--- src/hw/usb_ep_csr_defines.svh ---
// Offsets, field positions, reset values and timing counts of the endpoint CSR block
`ifndef USB_EP_CSR_DEFINES_SVH
`define USB_EP_CSR_DEFINES_SVH
// ------------------------------------------------------------
// Register byte offsets
// ------------------------------------------------------------
`define OFS_EP0_OPTION 5'h00
`define OFS_EP_TX_CSR 5'h04
`define OFS_EP_RX_CSR 5'h08
`define OFS_EOF_RESET 5'h0C
`define OFS_EP_INDEX 5'h10
// ------------------------------------------------------------
// Field positions
// ------------------------------------------------------------
`define TX_AUTO_BIT 31
`define TX_ISO_BIT 30
`define TX_DIR_BIT 29
`define TX_DMA_EN_BIT 28
`define TX_FORCE_BIT 27
`define TX_DMA_MODE_BIT 26
`define TX_TWEN_BIT 25
`define TX_TOGGLE_BIT 24
`define TX_READY_BIT 16
`define RX_TWEN_BIT 26
`define RX_TOGGLE_BIT 25
`define RX_INCOMP_BIT 24
`define RX_CLR_TGL_BIT 23
`define RX_STALL_FLAG_BIT 22
`define RX_STALL_CTL_BIT 21
`define RX_FLUSH_BIT 20
`define RX_ERR_BIT 19
`define RX_READY_BIT 16
`define OPT_WIDTH_BIT 24
// ------------------------------------------------------------
// Reset values
// ------------------------------------------------------------
`define LS_EOF_RESET 8'h72
`define FS_EOF_RESET 8'h77
`define HS_EOF_RESET 8'h80
// ------------------------------------------------------------
// Timing
// ------------------------------------------------------------
`define CLK_PERIOD_NS 25
`define LS_EOF_UNIT_NS 1067
`define FS_EOF_UNIT_NS 533300
`define HS_EOF_UNIT_NS 133300
`define LS_EOF_UNIT_CYC ((`LS_EOF_UNIT_NS + `CLK_PERIOD_NS - 1) / `CLK_PERIOD_NS)
`define FS_EOF_UNIT_CYC ((`FS_EOF_UNIT_NS + `CLK_PERIOD_NS - 1) / `CLK_PERIOD_NS)
`define HS_EOF_UNIT_CYC ((`HS_EOF_UNIT_NS + `CLK_PERIOD_NS - 1) / `CLK_PERIOD_NS)
`endif

--- src/hw/usb_ep_csr_pkg.sv ---
// Types shared by the endpoint CSR block and its bench
package usb_ep_csr_pkg;
	// ------------------------------------------------------------
	// Per-endpoint control and status state
	// ------------------------------------------------------------
	typedef struct packed {
		logic tx_auto_ready;
		logic iso_tx;
		logic dir_tx;
		logic dma_request_enable;
		logic dma_request_mode;
		logic tx_toggle_write_enable;
		logic tx_toggle;
		logic tx_packet_ready;
		logic [10:0] tx_max_packet_size;
		logic rx_toggle_write_enable;
		logic rx_toggle;
		logic rx_incomplete_flag;
		logic stall_flag;
		logic stall_control;
		logic rx_data_error;
		logic rx_packet_ready;
	} ep_state_s;
	// ------------------------------------------------------------
	// Event word from the link-side engine, one endpoint per cycle
	// ------------------------------------------------------------
	typedef struct packed {
		logic [2:0] ep;
		logic tx_loaded;
		logic [10:0] tx_bytes;
		logic tx_sent;
		logic tx_acked;
		logic rx_packet;
		logic rx_crc_error;
		logic rx_partial;
		logic stall;
		logic nak_limit;
	} link_event_s;
endpackage

--- src/hw/usb_endpoint_csr_control.sv ---
// Endpoint control/status registers with an Avalon-MM slave
// ------------------------------------------------------------
// Notes on behaviour
// - Option word bits 31,30 report amalgamate/split options
// - PHY width option flag always reads zero
// - Bit 29 reads one for big endian
// - Auto-ready sets tx ready on full packet
// - Iso tx only in peripheral mode; host reads zero
// - Direction bit matters only with shared FIFO; O_DMA_REQ follows it with or without shared FIFO
// - DMA requests only while enabled; mode picks type
// - Force toggle flips tx toggle, drops packet
// - Host tx toggle writable only with enable set
// - Host rx toggle writable only with enable set
// - Incomplete flag set by hardware, cleared writing zero
// - Clear-toggle one zeroes rx toggle; zero ignored
// - Stall flag set on stall sent/received
// - Peripheral: bit 21 issues stall handshakes
// - Host: bit 21 requests IN, cleared on ready
// - Flush drops rx packet, clears ready, self-clears
// - Peripheral iso error flag clears with ready
// - Host error flag also marks NAK limit halt
// - Bits 25,24 hold PHY and bus domains reset
// - Low-speed gap counts 1.067 us units
// - Full-speed gap counts 533.3 us units
// - High-speed gap counts 133.3 us units
// - Endpoint select field picks indexed registers
// ------------------------------------------------------------
//
// Implementation choices: the placing of the registers and the Avalon-MM interface to the registers.
`timescale 1ns/100ps
`include "usb_ep_csr_defines.svh"
module usb_endpoint_csr_control #(
	parameter bit AMALGAMATE_OPT = 1'b0,
	parameter bit SPLIT_OPT = 1'b0,
	parameter bit BIG_ENDIAN_OPT = 1'b0,
	parameter bit HB_RX_OPT = 1'b0,
	parameter bit HB_TX_OPT = 1'b0,
	parameter bit DYN_FIFO_OPT = 1'b0,
	parameter bit SOFT_CONN_OPT = 1'b1,
	parameter int unsigned FS_EOF_UNIT_CYC = `FS_EOF_UNIT_CYC,
	parameter int unsigned HS_EOF_UNIT_CYC = `HS_EOF_UNIT_CYC
) (
	input wire logic I_CORE_CLK,
	input wire logic I_RST,
	input wire logic [4:0] I_AVS_ADDRESS,
	input wire logic I_AVS_READ,
	input wire logic I_AVS_WRITE,
	input wire logic [31:0] I_AVS_WRITEDATA,
	input wire logic [3:0] I_AVS_BYTEENABLE,
	output logic [31:0] O_AVS_READDATA,
	output logic O_AVS_WAITREQUEST,
	input wire logic I_HOST_MODE,
	input wire logic [7:1] I_RX_ISO,
	input wire logic [7:1] I_SHARED_FIFO,
	input wire usb_ep_csr_pkg::link_event_s I_LINK_EVENT,
	output logic [7:1] O_TX_PACKET_READY,
	output logic [7:1] O_RX_PACKET_READY,
	output logic [7:1] O_ISO_TX,
	output logic [7:1] O_DIR_TX,
	output logic [7:1] O_ISSUE_STALL,
	output logic [7:1] O_IN_REQUEST,
	output logic [7:1] O_DMA_REQ,
	output logic [7:1] O_DMA_MODE,
	output logic [7:1] O_TX_TOGGLE,
	output logic [7:1] O_RX_TOGGLE,
	output logic O_TX_FLUSH,
	output logic O_RX_FLUSH,
	output logic [2:0] O_FLUSH_EP,
	output logic O_PHY_DOMAIN_RESET,
	output logic O_BUS_DOMAIN_RESET,
	output logic [23:0] O_LS_EOF_GAP_CYC,
	output logic [23:0] O_FS_EOF_GAP_CYC,
	output logic [23:0] O_HS_EOF_GAP_CYC
);
	localparam int unsigned LS_EOF_UNIT_CYC = `LS_EOF_UNIT_CYC;
	// ------------------------------------------------------------
	// Bus slave: one wait cycle, then answer
	// ------------------------------------------------------------
	// One fixed wait keeps read data on a flop, not on the address mux
	// Trade-off: every access costs two cycles, back to back or not
	logic ack;
	logic [31:0] rdata;
	wire req = I_AVS_READ | I_AVS_WRITE;
	wire wr_fire = I_AVS_WRITE & ack;
	wire a_opt = I_AVS_ADDRESS == `OFS_EP0_OPTION;
	wire a_tx = I_AVS_ADDRESS == `OFS_EP_TX_CSR;
	wire a_rx = I_AVS_ADDRESS == `OFS_EP_RX_CSR;
	wire a_eof = I_AVS_ADDRESS == `OFS_EOF_RESET;
	wire a_idx = I_AVS_ADDRESS == `OFS_EP_INDEX;
	wire [31:0] be_mask = {{8{I_AVS_BYTEENABLE[3]}}, {8{I_AVS_BYTEENABLE[2]}},
		{8{I_AVS_BYTEENABLE[1]}}, {8{I_AVS_BYTEENABLE[0]}}};
	assign O_AVS_WAITREQUEST = req & ~ack;
	assign O_AVS_READDATA = rdata;

	// ------------------------------------------------------------
	// Shared registers
	// ------------------------------------------------------------
	logic [3:0] sel_ep;
	logic phy_rst;
	logic bus_rst;
	logic [7:0] ls_gap;
	logic [7:0] fs_gap;
	logic [7:0] hs_gap;
	// Seven copies in flops; too few words for a RAM to pay off
	usb_ep_csr_pkg::ep_state_s st [1:7];

	// Endpoint 0 and numbers above 7 select nothing
	wire sel_ok = ~sel_ep[3] & (sel_ep[2:0] != 3'h0);
	wire [2:0] sel = sel_ep[2:0];
	wire usb_ep_csr_pkg::ep_state_s cur = sel_ok ? st[sel] : '0;
	wire cur_iso_rx = sel_ok & I_RX_ISO[sel];
	wire cur_err = I_HOST_MODE ? cur.rx_data_error : cur.rx_data_error & cur_iso_rx;

	wire [31:0] opt_rd = {AMALGAMATE_OPT, SPLIT_OPT, BIG_ENDIAN_OPT, HB_RX_OPT,
		HB_TX_OPT, DYN_FIFO_OPT, SOFT_CONN_OPT, 1'b0, 24'h0};
	wire [31:0] tx_rd = {cur.tx_auto_ready, cur.iso_tx & ~I_HOST_MODE, cur.dir_tx,
		cur.dma_request_enable, 1'b0, cur.dma_request_mode, cur.tx_toggle_write_enable,
		cur.tx_toggle, 7'h0, cur.tx_packet_ready, 5'h0, cur.tx_max_packet_size};
	wire [31:0] rx_rd = {5'h0, cur.rx_toggle_write_enable, cur.rx_toggle,
		cur.rx_incomplete_flag & cur_iso_rx, 1'b0, cur.stall_flag, cur.stall_control,
		1'b0, cur_err, 2'h0, cur.rx_packet_ready, 16'h0};
	wire [31:0] eof_rd = {6'h0, phy_rst, bus_rst, ls_gap, fs_gap, hs_gap};
	wire [31:0] idx_rd = {12'h0, sel_ep, 16'h0};
	wire [31:0] reg_rd = a_opt ? opt_rd : a_tx ? tx_rd : a_rx ? rx_rd :
		a_eof ? eof_rd : a_idx ? idx_rd : 32'h0;
	// Disabled byte lanes keep the present view, so W0C flags survive
	wire [31:0] wd = (reg_rd & ~be_mask) | (I_AVS_WRITEDATA & be_mask);

	always_ff @(posedge I_CORE_CLK) begin
		if (I_RST) begin
			ack <= 1'b0;
			rdata <= 32'h0;
		end else begin
			ack <= req & ~ack;
			if (I_AVS_READ & ~ack) begin
				rdata <= reg_rd;
			end
		end
	end

	always_ff @(posedge I_CORE_CLK) begin
		if (I_RST) begin
			sel_ep <= 4'h0;
			phy_rst <= 1'b0;
			bus_rst <= 1'b0;
			ls_gap <= `LS_EOF_RESET;
			fs_gap <= `FS_EOF_RESET;
			hs_gap <= `HS_EOF_RESET;
		end else if (wr_fire & a_idx) begin
			sel_ep <= wd[19:16];
		end else if (wr_fire & a_eof) begin
			phy_rst <= wd[25];
			bus_rst <= wd[24];
			ls_gap <= wd[23:16];
			fs_gap <= wd[15:8];
			hs_gap <= wd[7:0];
		end
	end

	// ------------------------------------------------------------
	// Flush pulses toward the FIFO logic
	// ------------------------------------------------------------
	always_ff @(posedge I_CORE_CLK) begin
		if (I_RST) begin
			O_TX_FLUSH <= 1'b0;
			O_RX_FLUSH <= 1'b0;
			O_FLUSH_EP <= 3'h0;
		end else begin
			O_TX_FLUSH <= wr_fire & a_tx & sel_ok & wd[`TX_FORCE_BIT];
			O_RX_FLUSH <= wr_fire & a_rx & sel_ok & wd[`RX_FLUSH_BIT];
			O_FLUSH_EP <= sel;
		end
	end

	// ------------------------------------------------------------
	// Soft resets and end-of-frame gaps
	// ------------------------------------------------------------
	assign O_PHY_DOMAIN_RESET = phy_rst;
	assign O_BUS_DOMAIN_RESET = bus_rst;
	// Gaps leave as cycle counts so the frame timer needs no multiplier
	assign O_LS_EOF_GAP_CYC = 24'(ls_gap * LS_EOF_UNIT_CYC);
	assign O_FS_EOF_GAP_CYC = 24'(fs_gap * FS_EOF_UNIT_CYC);
	assign O_HS_EOF_GAP_CYC = 24'(hs_gap * HS_EOF_UNIT_CYC);

	// ------------------------------------------------------------
	// Per-endpoint state
	// ------------------------------------------------------------
	genvar i;
	generate
		for (i = 1; i <= 7; i++) begin : g_ep
			usb_ep_csr_pkg::ep_state_s next_st;
			usb_ep_csr_pkg::ep_state_s s;
			wire hit_tx = wr_fire & a_tx & sel_ok & (sel == i);
			wire hit_rx = wr_fire & a_rx & sel_ok & (sel == i);
			wire ev = I_LINK_EVENT.ep == i;
			wire ev_tx = ev & (I_LINK_EVENT.tx_sent | I_LINK_EVENT.tx_loaded);
			wire ev_rx = ev & I_LINK_EVENT.rx_packet;
			wire host = I_HOST_MODE;
			assign s = st[i];

			always_comb begin
				next_st = s;
				if (hit_tx) begin
					next_st.tx_auto_ready = wd[`TX_AUTO_BIT];
					next_st.iso_tx = wd[`TX_ISO_BIT];
					next_st.dir_tx = wd[`TX_DIR_BIT];
					next_st.dma_request_enable = wd[`TX_DMA_EN_BIT];
					next_st.dma_request_mode = wd[`TX_DMA_MODE_BIT];
					next_st.tx_toggle_write_enable = wd[`TX_TWEN_BIT];
					next_st.tx_max_packet_size = wd[10:0];
					if (host & wd[`TX_TWEN_BIT]) begin
						next_st.tx_toggle = wd[`TX_TOGGLE_BIT];
					end
					if (wd[`TX_READY_BIT]) begin
						next_st.tx_packet_ready = 1'b1;
					end
					if (wd[`TX_FORCE_BIT]) begin
						next_st.tx_toggle = ~s.tx_toggle;
						next_st.tx_packet_ready = 1'b0;
					end
				end
				if (hit_rx) begin
					next_st.rx_toggle_write_enable = wd[`RX_TWEN_BIT];
					if (host & wd[`RX_TWEN_BIT]) begin
						next_st.rx_toggle = wd[`RX_TOGGLE_BIT];
					end
					if (wd[`RX_CLR_TGL_BIT]) begin
						next_st.rx_toggle = 1'b0;
					end
					next_st.rx_incomplete_flag = s.rx_incomplete_flag & wd[`RX_INCOMP_BIT];
					next_st.stall_flag = s.stall_flag & wd[`RX_STALL_FLAG_BIT];
					next_st.stall_control = wd[`RX_STALL_CTL_BIT];
					next_st.rx_packet_ready = s.rx_packet_ready & wd[`RX_READY_BIT];
					if (wd[`RX_FLUSH_BIT]) begin
						next_st.rx_packet_ready = 1'b0;
					end
					if (host) begin
						next_st.rx_data_error = s.rx_data_error & wd[`RX_ERR_BIT];
					end else if (~next_st.rx_packet_ready) begin
						next_st.rx_data_error = 1'b0;
					end
				end
				// Hardware events come last so a hardware set or clear beats a same-cycle write
				if (ev & I_LINK_EVENT.tx_loaded & s.tx_auto_ready &
					(I_LINK_EVENT.tx_bytes == s.tx_max_packet_size)) begin
					next_st.tx_packet_ready = 1'b1;
				end
				if (ev & I_LINK_EVENT.tx_sent) begin
					next_st.tx_packet_ready = 1'b0;
					if (I_LINK_EVENT.tx_acked) begin
						next_st.tx_toggle = ~next_st.tx_toggle;
					end
				end
				if (ev_rx) begin
					next_st.rx_packet_ready = 1'b1;
					next_st.rx_toggle = ~next_st.rx_toggle;
					next_st.rx_data_error = next_st.rx_data_error | I_LINK_EVENT.rx_crc_error;
					next_st.rx_incomplete_flag = next_st.rx_incomplete_flag |
						I_LINK_EVENT.rx_partial;
					if (host) begin
						next_st.stall_control = 1'b0;
					end
				end
				if (ev & I_LINK_EVENT.stall) begin
					next_st.stall_flag = 1'b1;
				end
				if (ev & I_LINK_EVENT.nak_limit & host) begin
					next_st.rx_data_error = 1'b1;
				end
			end

			always_ff @(posedge I_CORE_CLK) begin
				if (I_RST) begin
					st[i] <= '0;
				end else begin
					st[i] <= next_st;
				end
			end

			assign O_TX_PACKET_READY[i] = s.tx_packet_ready;
			assign O_RX_PACKET_READY[i] = s.rx_packet_ready;
			assign O_ISO_TX[i] = s.iso_tx & ~host;
			assign O_DIR_TX[i] = s.dir_tx & I_SHARED_FIFO[i];
			assign O_ISSUE_STALL[i] = s.stall_control & ~host;
			assign O_IN_REQUEST[i] = s.stall_control & host;
			// Request follows the FIFO side that the direction selects
			assign O_DMA_REQ[i] = s.dma_request_enable &
				(s.dir_tx ? ~s.tx_packet_ready : s.rx_packet_ready);
			assign O_DMA_MODE[i] = s.dma_request_mode;
			assign O_TX_TOGGLE[i] = s.tx_toggle;
			assign O_RX_TOGGLE[i] = s.rx_toggle;

		end
	endgenerate
endmodule

--- config.mk ---
export PLATFORM = sky130hd
export DESIGN_NAME = usb_endpoint_csr_control
export DESIGN_NICKNAME = d
export VERILOG_FILES = /design/src/hw/usb_ep_csr_pkg.sv /design/src/hw/usb_endpoint_csr_control.sv
export VERILOG_INCLUDE_DIRS = /design/src /design/src/hw
export SDC_FILE = /design/constraint.sdc
export NUM_CORES = 1
export LEC_CHECK = 0
export BUFFER_PORTS_ARGS = -buffer_cell sky130_fd_sc_hd__buf_2
export CAP_MARGIN = 15
export CORE_MARGIN = 1
export CORE_UTILIZATION = 54
export DETAILED_ROUTE_END_ITERATION = 7
export HOLD_SLACK_MARGIN = 0.06
export PLACE_DENSITY = 0.84
export RECOVER_POWER = 50
export SETUP_SLACK_MARGIN = 0.1
export SLEW_MARGIN = 20
export SYNTH_ARGS = -nofsm -noshare
export SYNTH_HDL_FRONTEND = slang
export SYNTH_SLANG_ARGS = --single-unit
--- constraint.sdc ---
create_clock -name I_CORE_CLK -period 5.3 [get_ports I_CORE_CLK]
set_input_delay 0.795 -clock I_CORE_CLK [delete_from_list [all_inputs] [get_ports I_CORE_CLK]]
set_output_delay 0.795 -clock I_CORE_CLK [all_outputs]
set_load 0.05 [all_outputs]
### Word level (Yosys, flattened, before mapping)

Memories as Yosys holds them, arrays and structs flattened. A register that Yosys moved wholly into a read port is not among the register bits.
Index checks and enable logic that the tools add are counted.

* bits in registers: 68
* bits in writable memories: 182
* input bits: 82
* output and inout port bits: 182
* word-level logic and storage cells: 414
* memories kept: 1

* $mul: 3
* order comparisons: 1
* equality and inequality tests: 25
* mux-type cells: 161
* bitwise logic cells: 209
* reductions and logical operators: 3

Memory list
* st: depth 7, width 26, rd ports 8, clocked after Yosys merged registers in 1, wr ports 7, line usb_endpoint_csr_control.sv:105 `usb_ep_csr_pkg::ep_state_s st [1:7];`

Operators with widths (count)
* 26-bit two-way mux: 9
* 1-bit bitwise AND: 151
* 19-bit two-way mux: 7
* 1-bit two-way mux: 103
* 11-bit == test: 7
* 32-bit bitwise AND: 2
* 32-bit two-way mux: 2
* 7-bit two-way mux: 7
* 2-bit two-way mux: 21
* 1-bit inverter: 32
* 32-bit inverter: 1
* 32-bit OR: 1
* 27-bit two-way mux: 1
* 3-bit two-way mux: 9
* 3-bit == test, second input constant: 8
* 1-bit OR: 22
* 8-bit by 13-bit multiplier with 21-bit output, second input constant: 1
* 20-bit two-way mux: 1
* 8-bit by 11-bit multiplier with 19-bit output, second input constant: 1
* 8-bit by 6-bit multiplier with 14-bit output, second input constant: 1
* 3-bit by 2-bit == test with 1-bit output, second input constant: 4
* 5-bit by 4-bit == test with 1-bit output, second input constant: 2
* 3-bit by 1-bit == test with 1-bit output, second input constant: 2
* 5-bit by 3-bit == test with 1-bit output, second input constant: 1
* other kinds (6): 6

### Depth between registers and ports, before layout

Gate-level depths: netlist (run 1).

* depth after elaboration: 20
* gate-level depth with buffers: 15
* mapped depth without buffers: 15

### Worst setup path before layout (run 1)

No wires, ideal clock.

* kind: register to output
* start point: register fs_gap[2]
* end point: output O_FS_EOF_GAP_CYC[22]
* arrival time: 4.956 ns
* setup slack: -0.451 ns
* stages on the path, launching flop included: 14
* path buffers: 0
* path through: dfxtp_1 ha_1 ha_1 inv_1 fa_1 inv_1 fa_1 ha_1 a21o_1 a211oi_1 o211ai_1 nand3_1 a31oi_1 o311ai_0

* longest elaborated chain between the ends: 1

Ends and longest elaborated chain
* start, declared: line usb_endpoint_csr_control.sv:102 `logic [7:0] fs_gap;`
* start signal, assigned: line usb_endpoint_csr_control.sv:147 `` fs_gap <= `FS_EOF_RESET; ``
* start signal, assigned: line usb_endpoint_csr_control.sv:155 `fs_gap <= wd[15:8];`
* 8-bit by 13-bit multiplier with 21-bit output: line usb_endpoint_csr_control.sv:182 `assign O_FS_EOF_GAP_CYC = 24'(fs_gap * FS_EOF_UNIT_CYC);`
* end, declared: line usb_endpoint_csr_control.sv:72 `output logic [23:0] O_FS_EOF_GAP_CYC,`

Every way passes these cells.

### Final worst setup path (run 1)

* start point: register hs_gap[4]
* end point: output O_HS_EOF_GAP_CYC[20]

* longest elaborated chain between the ends: 1

Ends and longest elaborated chain
* start, declared: line usb_endpoint_csr_control.sv:103 `logic [7:0] hs_gap;`
* start signal, assigned: line usb_endpoint_csr_control.sv:148 `` hs_gap <= `HS_EOF_RESET; ``
* start signal, assigned: line usb_endpoint_csr_control.sv:156 `hs_gap <= wd[7:0];`
* 8-bit by 11-bit multiplier with 19-bit output: line usb_endpoint_csr_control.sv:183 `assign O_HS_EOF_GAP_CYC = 24'(hs_gap * HS_EOF_UNIT_CYC);`
* end, declared: line usb_endpoint_csr_control.sv:73 `output logic [23:0] O_HS_EOF_GAP_CYC`

Every way passes these cells.

==> results of run 1 <==
## per-layer routing
layer	vias to the layer above	wire, microns
li1	7900	-
met1	8196	23600
met2	1169	26500
met3	248	7120
met4	4	3090
met5	-	31
## through the flow
stage,hold slack (ns),worst slack [ns]
CTS,0.461,0.0899
detailed placement,0.449,0.434
global route,0.479,0.0619
global placement,0.438,0.594
finish,0.464,0.220
floorplan,0.431,0.144
## final cells by class
class | instances | area [sq um] | area share
flip-flops and latches | 252 | 5080 | 0.255
clock inverters | 11 | 98.8 | 0.00496
clock buffers | 38 | 787 | 0.0395
multi-input cells | 1679 | 11800 | 0.590
well taps | 442 | 553 | 0.0277
diodes | 2 | 5.00 | 0.000251
repair buffers | 281 | 1350 | 0.0679
inverters | 78 | 293 | 0.0147
## sequential cells by signal, indices dropped and copies added, names as in the netlist, named ones only
register,flops
ls_gap,8
hs_gap,8
O_TX_FLUSH,1
sel_ep,4
O_AVS_READDATA,31
ack,1
O_BUS_DOMAIN_RESET,1
O_RX_FLUSH,1
O_PHY_DOMAIN_RESET,1
st,182
O_FLUSH_EP,3
fs_gap,8
## worst max path at each step
stage              start              endpoint  slack, ns  cells past startpoint
6_report       hs_gap[4]  O_HS_EOF_GAP_CYC[20]       0.22                     15
5_1_grt        flip-flop             st[1][19]       0.06                      8
4_1_cts        fs_gap[5]  O_FS_EOF_GAP_CYC[22]       0.09                     14
3_5_place_dp   fs_gap[4]  O_FS_EOF_GAP_CYC[22]       0.43                     14
3_3_place_gp   hs_gap[2]  O_HS_EOF_GAP_CYC[20]       0.59                     15
2_1_floorplan  fs_gap[2]  O_FS_EOF_GAP_CYC[22]       0.14                     13
## what timing repair did
action	in CTS	in global routing
endpoints found under the setup margin	8	15
endpoints found under the hold margin	0	0
pin swaps	0	17
setup buffers	0	8
resized for setup	18	38
## synth_stat cells (all sizes together), types with 9 or more instances
library cell  number  share of area
ha               143           0.10
nor3              53          0.015
a21oi            227          0.064
or3               16         0.0056
nor2             145          0.031
inv               77          0.016
mux2i             37          0.021
nand2            327          0.069
xor2              22          0.011
o2111ai            9         0.0044
a32o               9         0.0051
o31ai             17         0.0072
or2               13         0.0046
and3              17         0.0060
a31oi             18         0.0063
fa                38          0.043
and2              27         0.0095
nand3             65          0.018
nand2b            12         0.0042
nor2b             40          0.014
nand4             31          0.011
a211oi            65          0.027
nor4              21         0.0091
o211ai            14         0.0059
dfxtp            252           0.28
mux2              15         0.0097
clkbuf           112          0.024
buf               81          0.031
xnor2             90          0.044
mux4              27          0.034
o21ai             64          0.018
## logic make-up (layout without fill, tap and decap cells)
logic type | count (synthesis) | count (layout) | share of synthesized area
other | 1 | 21 | 0.000210
buffers and inverters | 271 | 408 | 0.0711
multiplexers | 79 | 79 | 0.0646
AND/OR/NAND/NOR | 782 | 782 | 0.203
flip-flops | 252 | 252 | 0.283
AO/OA/AOI/OAI | 506 | 506 | 0.180
XOR/XNOR | 112 | 112 | 0.0550
adder cells (fa/ha/maj) | 181 | 181 | 0.143
## worst max-delay path: stages, from the launching register on
cell      delay, ns
dfxtp_4        0.35
ha_4           0.25
ha_1           0.27
inv_1          0.05
fa_1           0.47
inv_1          0.05
fa_1           0.50
ha_4           0.30
a21o_1         0.12
a21oi_2        0.06
nand2b_4       0.14
a2111o_1       0.47
a31oi_4        0.24
nand4_1        0.14
o311ai_2       0.11
buf_6          0.20
## layout by cell type (no fill, tap or decap), types with 61 or more instances in the layout
master and instances:
a211oi_1 64, a21oi_1 223, buf_2 120, clkbuf_1 126, dfxtp_1 236, ha_1 135
inv_1 76, nand2_1 327, nand3_1 64, nor2_1 145, o21ai_0 61, xnor2_1 90
## power by group through the flow
stage	combinational, W	clock (W)	sequential [W]
2_1_floorplan	0.000425	0	0.00198
3_3_place_gp	0.000556	0	0.00197
3_5_place_dp	0.000568	0	0.00198
4_1_cts	0.000573	0.00191	0.00193
5_1_grt	0.000616	0.00198	0.00193
6_report	0.000587	0.00190	0.00193
==> out/results.ini, run 1 <==
[pwr]
leakage_nw = 7.65
ir_worst_vdd_uv = 166
p_total_w = 0.00442
switchingPower_w = 0.00127
p_int_w = 0.00316
power_density_nw_per_um2 = 222
combPwrFrac = 0.133
swShare = 0.286
p_seq_frac = 0.437
pwr-share-clk = 0.430

[clock_network]
worst_skew_pair.late_latency_ns = 0.55
numCtsBuffers = 27
cts_hold_buffers = 0
clock-root-buffer = clkbuf_16
path_clk_slew_ns = 0.06
clock_sinks = 252
cts_tree = built
clock_path_buffers = 3
htree_levels = 1

[sta]
setup_viol = 0
post-route-min-period_ns = 5.08
hold_viol = 0
rsz0062_at_grt = no
final.setup.tns_ns = 0
period_share = 0.958
fmax_ghz = 0.197
skew_ns = 0.0160
slew_headroom = -1.55
worst_pin_slew_ns = 3.83
drv_slew = 253

[cells_and_area]
fin_util = 0.613
areaGrowthSynthToFinish_pct = 11.8
nNetsFinal = 2582
fillerInstances = 2914
design_area_sq_um = 19900
drive_gt1_frac = 0.133
instances_no_fill = 2783

[logic_synthesis]
async_reset_ff_frac = 0
ys_seq_area_frac = 0.283
syn_inst = 2184
avgSynthCellArea_sq_um = 8.16
synth-seq-cells = 252
syn_area_sq_um = 17800
ys.flop_type = dfxtp_1
yosys_warnings = 0
synth.distinct_cells = 73
synth_edf_count = 0

[placed_design]
placed_cell_area_sq_um = 18900
gp_congestion = 0.965
place_inst = 2724
hpwlAfterDp_mm = 43.5
io_buffers = 244

[worst_setup_path]
path_class = flip-flop to output port
cp.required_ns = 4.51
r2r-end = st[1][19]
endpoint_kind = output port
setup.worst_path.start_class = flip-flop
rrSetupSlack_ns = 0.32
cp.arrival_ns = 4.28
worstRegToRegCells = 8
critPathMaxFanout = 3

[drt]
drtAntennaViolNets = 0
drt_iter0_drc = 2391
routed_wl_mm = 60.3
drt-pass1-iter-count = 6
vias_per_cell = 6.29
wl_per_cell_microns = 21.7
vias = 17500
drc = 0

[die]
dieArea_sq_um = 33800
die_height_microns = 184
placementRows = 66
core_sq_um = 32500
start_util = 0.548
boundaryPins = 264
die_w_microns = 184

[status]
violations = capacitance limit, slew limit
status = complete, but fails checks

[worst_hold_path]
holdPathEnd = O_AVS_READDATA[21]
whs_path_depth = 2
hp-class = flip-flop to flip-flop
hp-start = O_AVS_READDATA[21]

[global_routing]
grt_pass1_wl_mm = 91.6
grt_pass1_vias = 16700
grt_util_met2 = 0.538
grt_overflow = 0
grt_use_met3 = 0.0679
grt_max_degree = 185
antenna_found_initial = 4
grt.met1_usage = 0.458
grt_usage = 0.346
grt-busiest-layer = met2

[flow_run]
cap_violations = 3

Note: power is estimated with default switching activity, not from simulation.
==> inputs of run 2 (changes only) <==
--- a/config.mk
+++ b/config.mk
@@ -6,11 +6,13 @@
 export SDC_FILE = /design/constraint.sdc
 export NUM_CORES = 1
 export LEC_CHECK = 0
+export ABC_AREA = 1
 export BUFFER_PORTS_ARGS = -buffer_cell sky130_fd_sc_hd__buf_2
 export CAP_MARGIN = 15
 export CORE_MARGIN = 1
 export CORE_UTILIZATION = 54
 export DETAILED_ROUTE_END_ITERATION = 7
+export GPL_TIMING_DRIVEN = 0
 export HOLD_SLACK_MARGIN = 0.06
 export PLACE_DENSITY = 0.84
 export RECOVER_POWER = 50
==> out/results.ini, run 2 <==
[global_routing]
grt_pass1_vias = 18400
grt_max_degree = 16
grt.met1_usage = 0.524
antenna_found_initial = 2
grt_pass1_wl_mm = 107
grt-busiest-layer = met2
grt_util_met2 = 0.685
grt_overflow = 0
grt_usage = 0.422
grt_use_met3 = 0.0734

[sta]
drv_slew = 0
period_share = 0.967
skew_ns = 0.0205
setup_viol = 0
layout_setup_ws_ns = 0.177
final.setup.tns_ns = 0
post-route-min-period_ns = 5.12
rsz0062_at_grt = no
fmax_ghz = 0.195
hold_viol = 0
holdWs_ns = 0.467
slew_headroom = 0.0783
worst_pin_slew_ns = 1.37

[flow_run]
cap_violations = 0

[cells_and_area]
fillerInstances = 2956
mostFrequentLayoutCell = nand2_1
mostFrequentLayoutCells = 357 x nand2_1, 303 x inv_1, 303 x a21oi_1
nNetsFinal = 3004
largest_register_ffs = 182
instances_no_fill = 3199
areaGrowthSynthToFinish_pct = 16.5
drive_gt1_frac = 0.138
top_register = st

[worst_hold_path]
hp-class = flip-flop to flip-flop
hp-start = st[4][3]
whs_path_depth = 2
holdPathEnd = st[4][3]

[clock_network]
clock-root-buffer = clkbuf_16
cts_tree = built
worst_skew_pair.late_latency_ns = 0.58
path_clk_slew_ns = 0.07
clock_sinks = 252
cts_hold_buffers = 0
clock_path_buffers = 3
htree_levels = 1
numCtsBuffers = 29

[pwr]
power_density_nw_per_um2 = 236
p_total_w = 0.00484
leakage_nw = 9.48
ir_worst_vdd_uv = 296

[logic_synthesis]
syn_area_sq_um = 17600
avgSynthCellArea_sq_um = 7.21
yosys_warnings = 0
yosys-top-cells-count = 350 x nand2_1, 313 x a21oi_1, 300 x o21ai_0
synth.area.top_cells = dfxtp_1 29%, ha_1 10%, a21oi_1 8.9%
synth_top_area_share = 0.286
ys.flop_type = dfxtp_1
synth_edf_count = 0
ys_seq_area_frac = 0.286
synth.distinct_cells = 51
async_reset_ff_frac = 0
syn_inst = 2441
synth.most_common_cell = nand2_1
synth_top_cell_by_area = dfxtp_1
synth-seq-cells = 252

[die]
boundaryPins = 264
die_height_microns = 183
die_w_microns = 183
dieArea_sq_um = 33300
placementRows = 65
start_util = 0.554
core_sq_um = 31800

[worst_setup_path]
endpoint_kind = output port
path_class = flip-flop to output port
cp.arrival_ns = 4.33
critPathMaxFanout = 7
rrSetupSlack_ns = 1.13
r2r-end = fs_gap[1]
worstRegToRegCells = 12
setup.worst_path.start_class = flip-flop
cp.required_ns = 4.51

[placed_design]
hpwlAfterDp_mm = 55.3
gp_congestion = 1.03
io_buffers = 237
place_inst = 3131
place_ws_ns = 0.229

[status]
status = completed

[drt]
wl_per_cell_microns = 22.6
vias_per_cell = 6.03
drt-pass1-iter-count = 7
vias = 19300
drt_iter0_drc = 2416
routed_wl_mm = 72.3
drc = 0
drtAntennaViolNets = 0

-- run 2: changes by cell type in the layout (fill, tap and decap cells not counted), moves of 38 or more --
cell	change
buf_4	+50
a211oi_1	-56
inv_1	+227
xnor2_1	-74
nor3_1	-42
nor2b_1	-38
clkbuf_1	+47
o21ai_0	+235
a21oi_1	+80
-- run 2: final cells by class --
class                      count  area [sq um]  share of cell area
multi-input combinational   1721         10500               0.513
sequential                   252          5090               0.248
timing repair buffer         251          1200              0.0587
inverter                     316          1190              0.0578
buffer                       170           947              0.0462
clock buffer                  38           810              0.0395
tap                          435           544              0.0265
clock inverter                15           203             0.00988
antenna                        1          2.50            0.000122
-- run 2: repair_timing --
| action | 4_1_cts | 5_1_grt |
|---|---|---|
| pin swaps | 2 | 17 |
| hold endpoints to repair | 0 | 0 |
| setup endpoints to repair | 17 | 19 |
| setup buffers | 0 | 14 |
| resized for setup | 28 | 50 |
-- run 2: worst max path at each step --
stage               startpoint                   end  slack, ns  cells past startpoint
floorplan            hs_gap[2]  O_HS_EOF_GAP_CYC[17]       0.44                     16
global placement     hs_gap[2]  O_HS_EOF_GAP_CYC[17]       0.31                     17
detailed placement   fs_gap[2]  O_FS_EOF_GAP_CYC[19]       0.23                     19
CTS                  fs_gap[2]  O_FS_EOF_GAP_CYC[16]       0.07                     17
global route         hs_gap[7]  O_HS_EOF_GAP_CYC[18]       0.03                     15
finish               fs_gap[7]  O_FS_EOF_GAP_CYC[22]       0.18                     15
-- run 2: metal layers --
| layer | part of all wire | up-vias | wire length (microns) |
|---|---|---|---|
| li1 | - | 8731 | - |
| met1 | 0.38 | 9018 | 27300 |
| met2 | 0.45 | 1262 | 32600 |
| met3 | 0.10 | 284 | 7540 |
| met4 | 0.067 | 0 | 4870 |
| met5 | 0 | - | 0 |
-- run 2: critical path, cell delays in order, from the launching register on --
cell,delay (ns)
dfxtp_4,0.38
ha_2,0.21
xor2_2,0.19
ha_1,0.23
or2_2,0.30
fa_1,0.47
fa_1,0.42
ha_1,0.41
nand2_1,0.09
nor2_1,0.19
nand3_1,0.12
o2111ai_2,0.16
nand3_1,0.12
nand2_1,0.09
xor2_1,0.16
buf_4,0.22
-- run 2: kinds of logic after synthesis --
group	synth area share
AOI/OAI and AO/OA	0.235
xor gates and xnor gates	0.0333
adders and majority gates	0.145
buffers and inverters	0.123
DFF	0.286
muxes	0.00682
other	0.000213
and+or+nand+nor	0.171
-- run 2: stage by stage --
step	cell area, sq um	util
CTS	20500	0.644
finish	20500	0.645
global route	20500	0.645
detailed placement	19400	0.610
global placement	19400	0.610
floorplan	17700	-
-- run 2: power by group --
| group | leakage, nW | switching (W) | total [W] | internal, W |
|---|---|---|---|---|
| Clock | 0.497 | 0.000893 | 0.00217 | 0.00128 |
| Combinational | 6.94 | 0.000541 | 0.000720 | 0.000180 |
| Sequential | 2.04 | 0.0000283 | 0.00195 | 0.00192 |
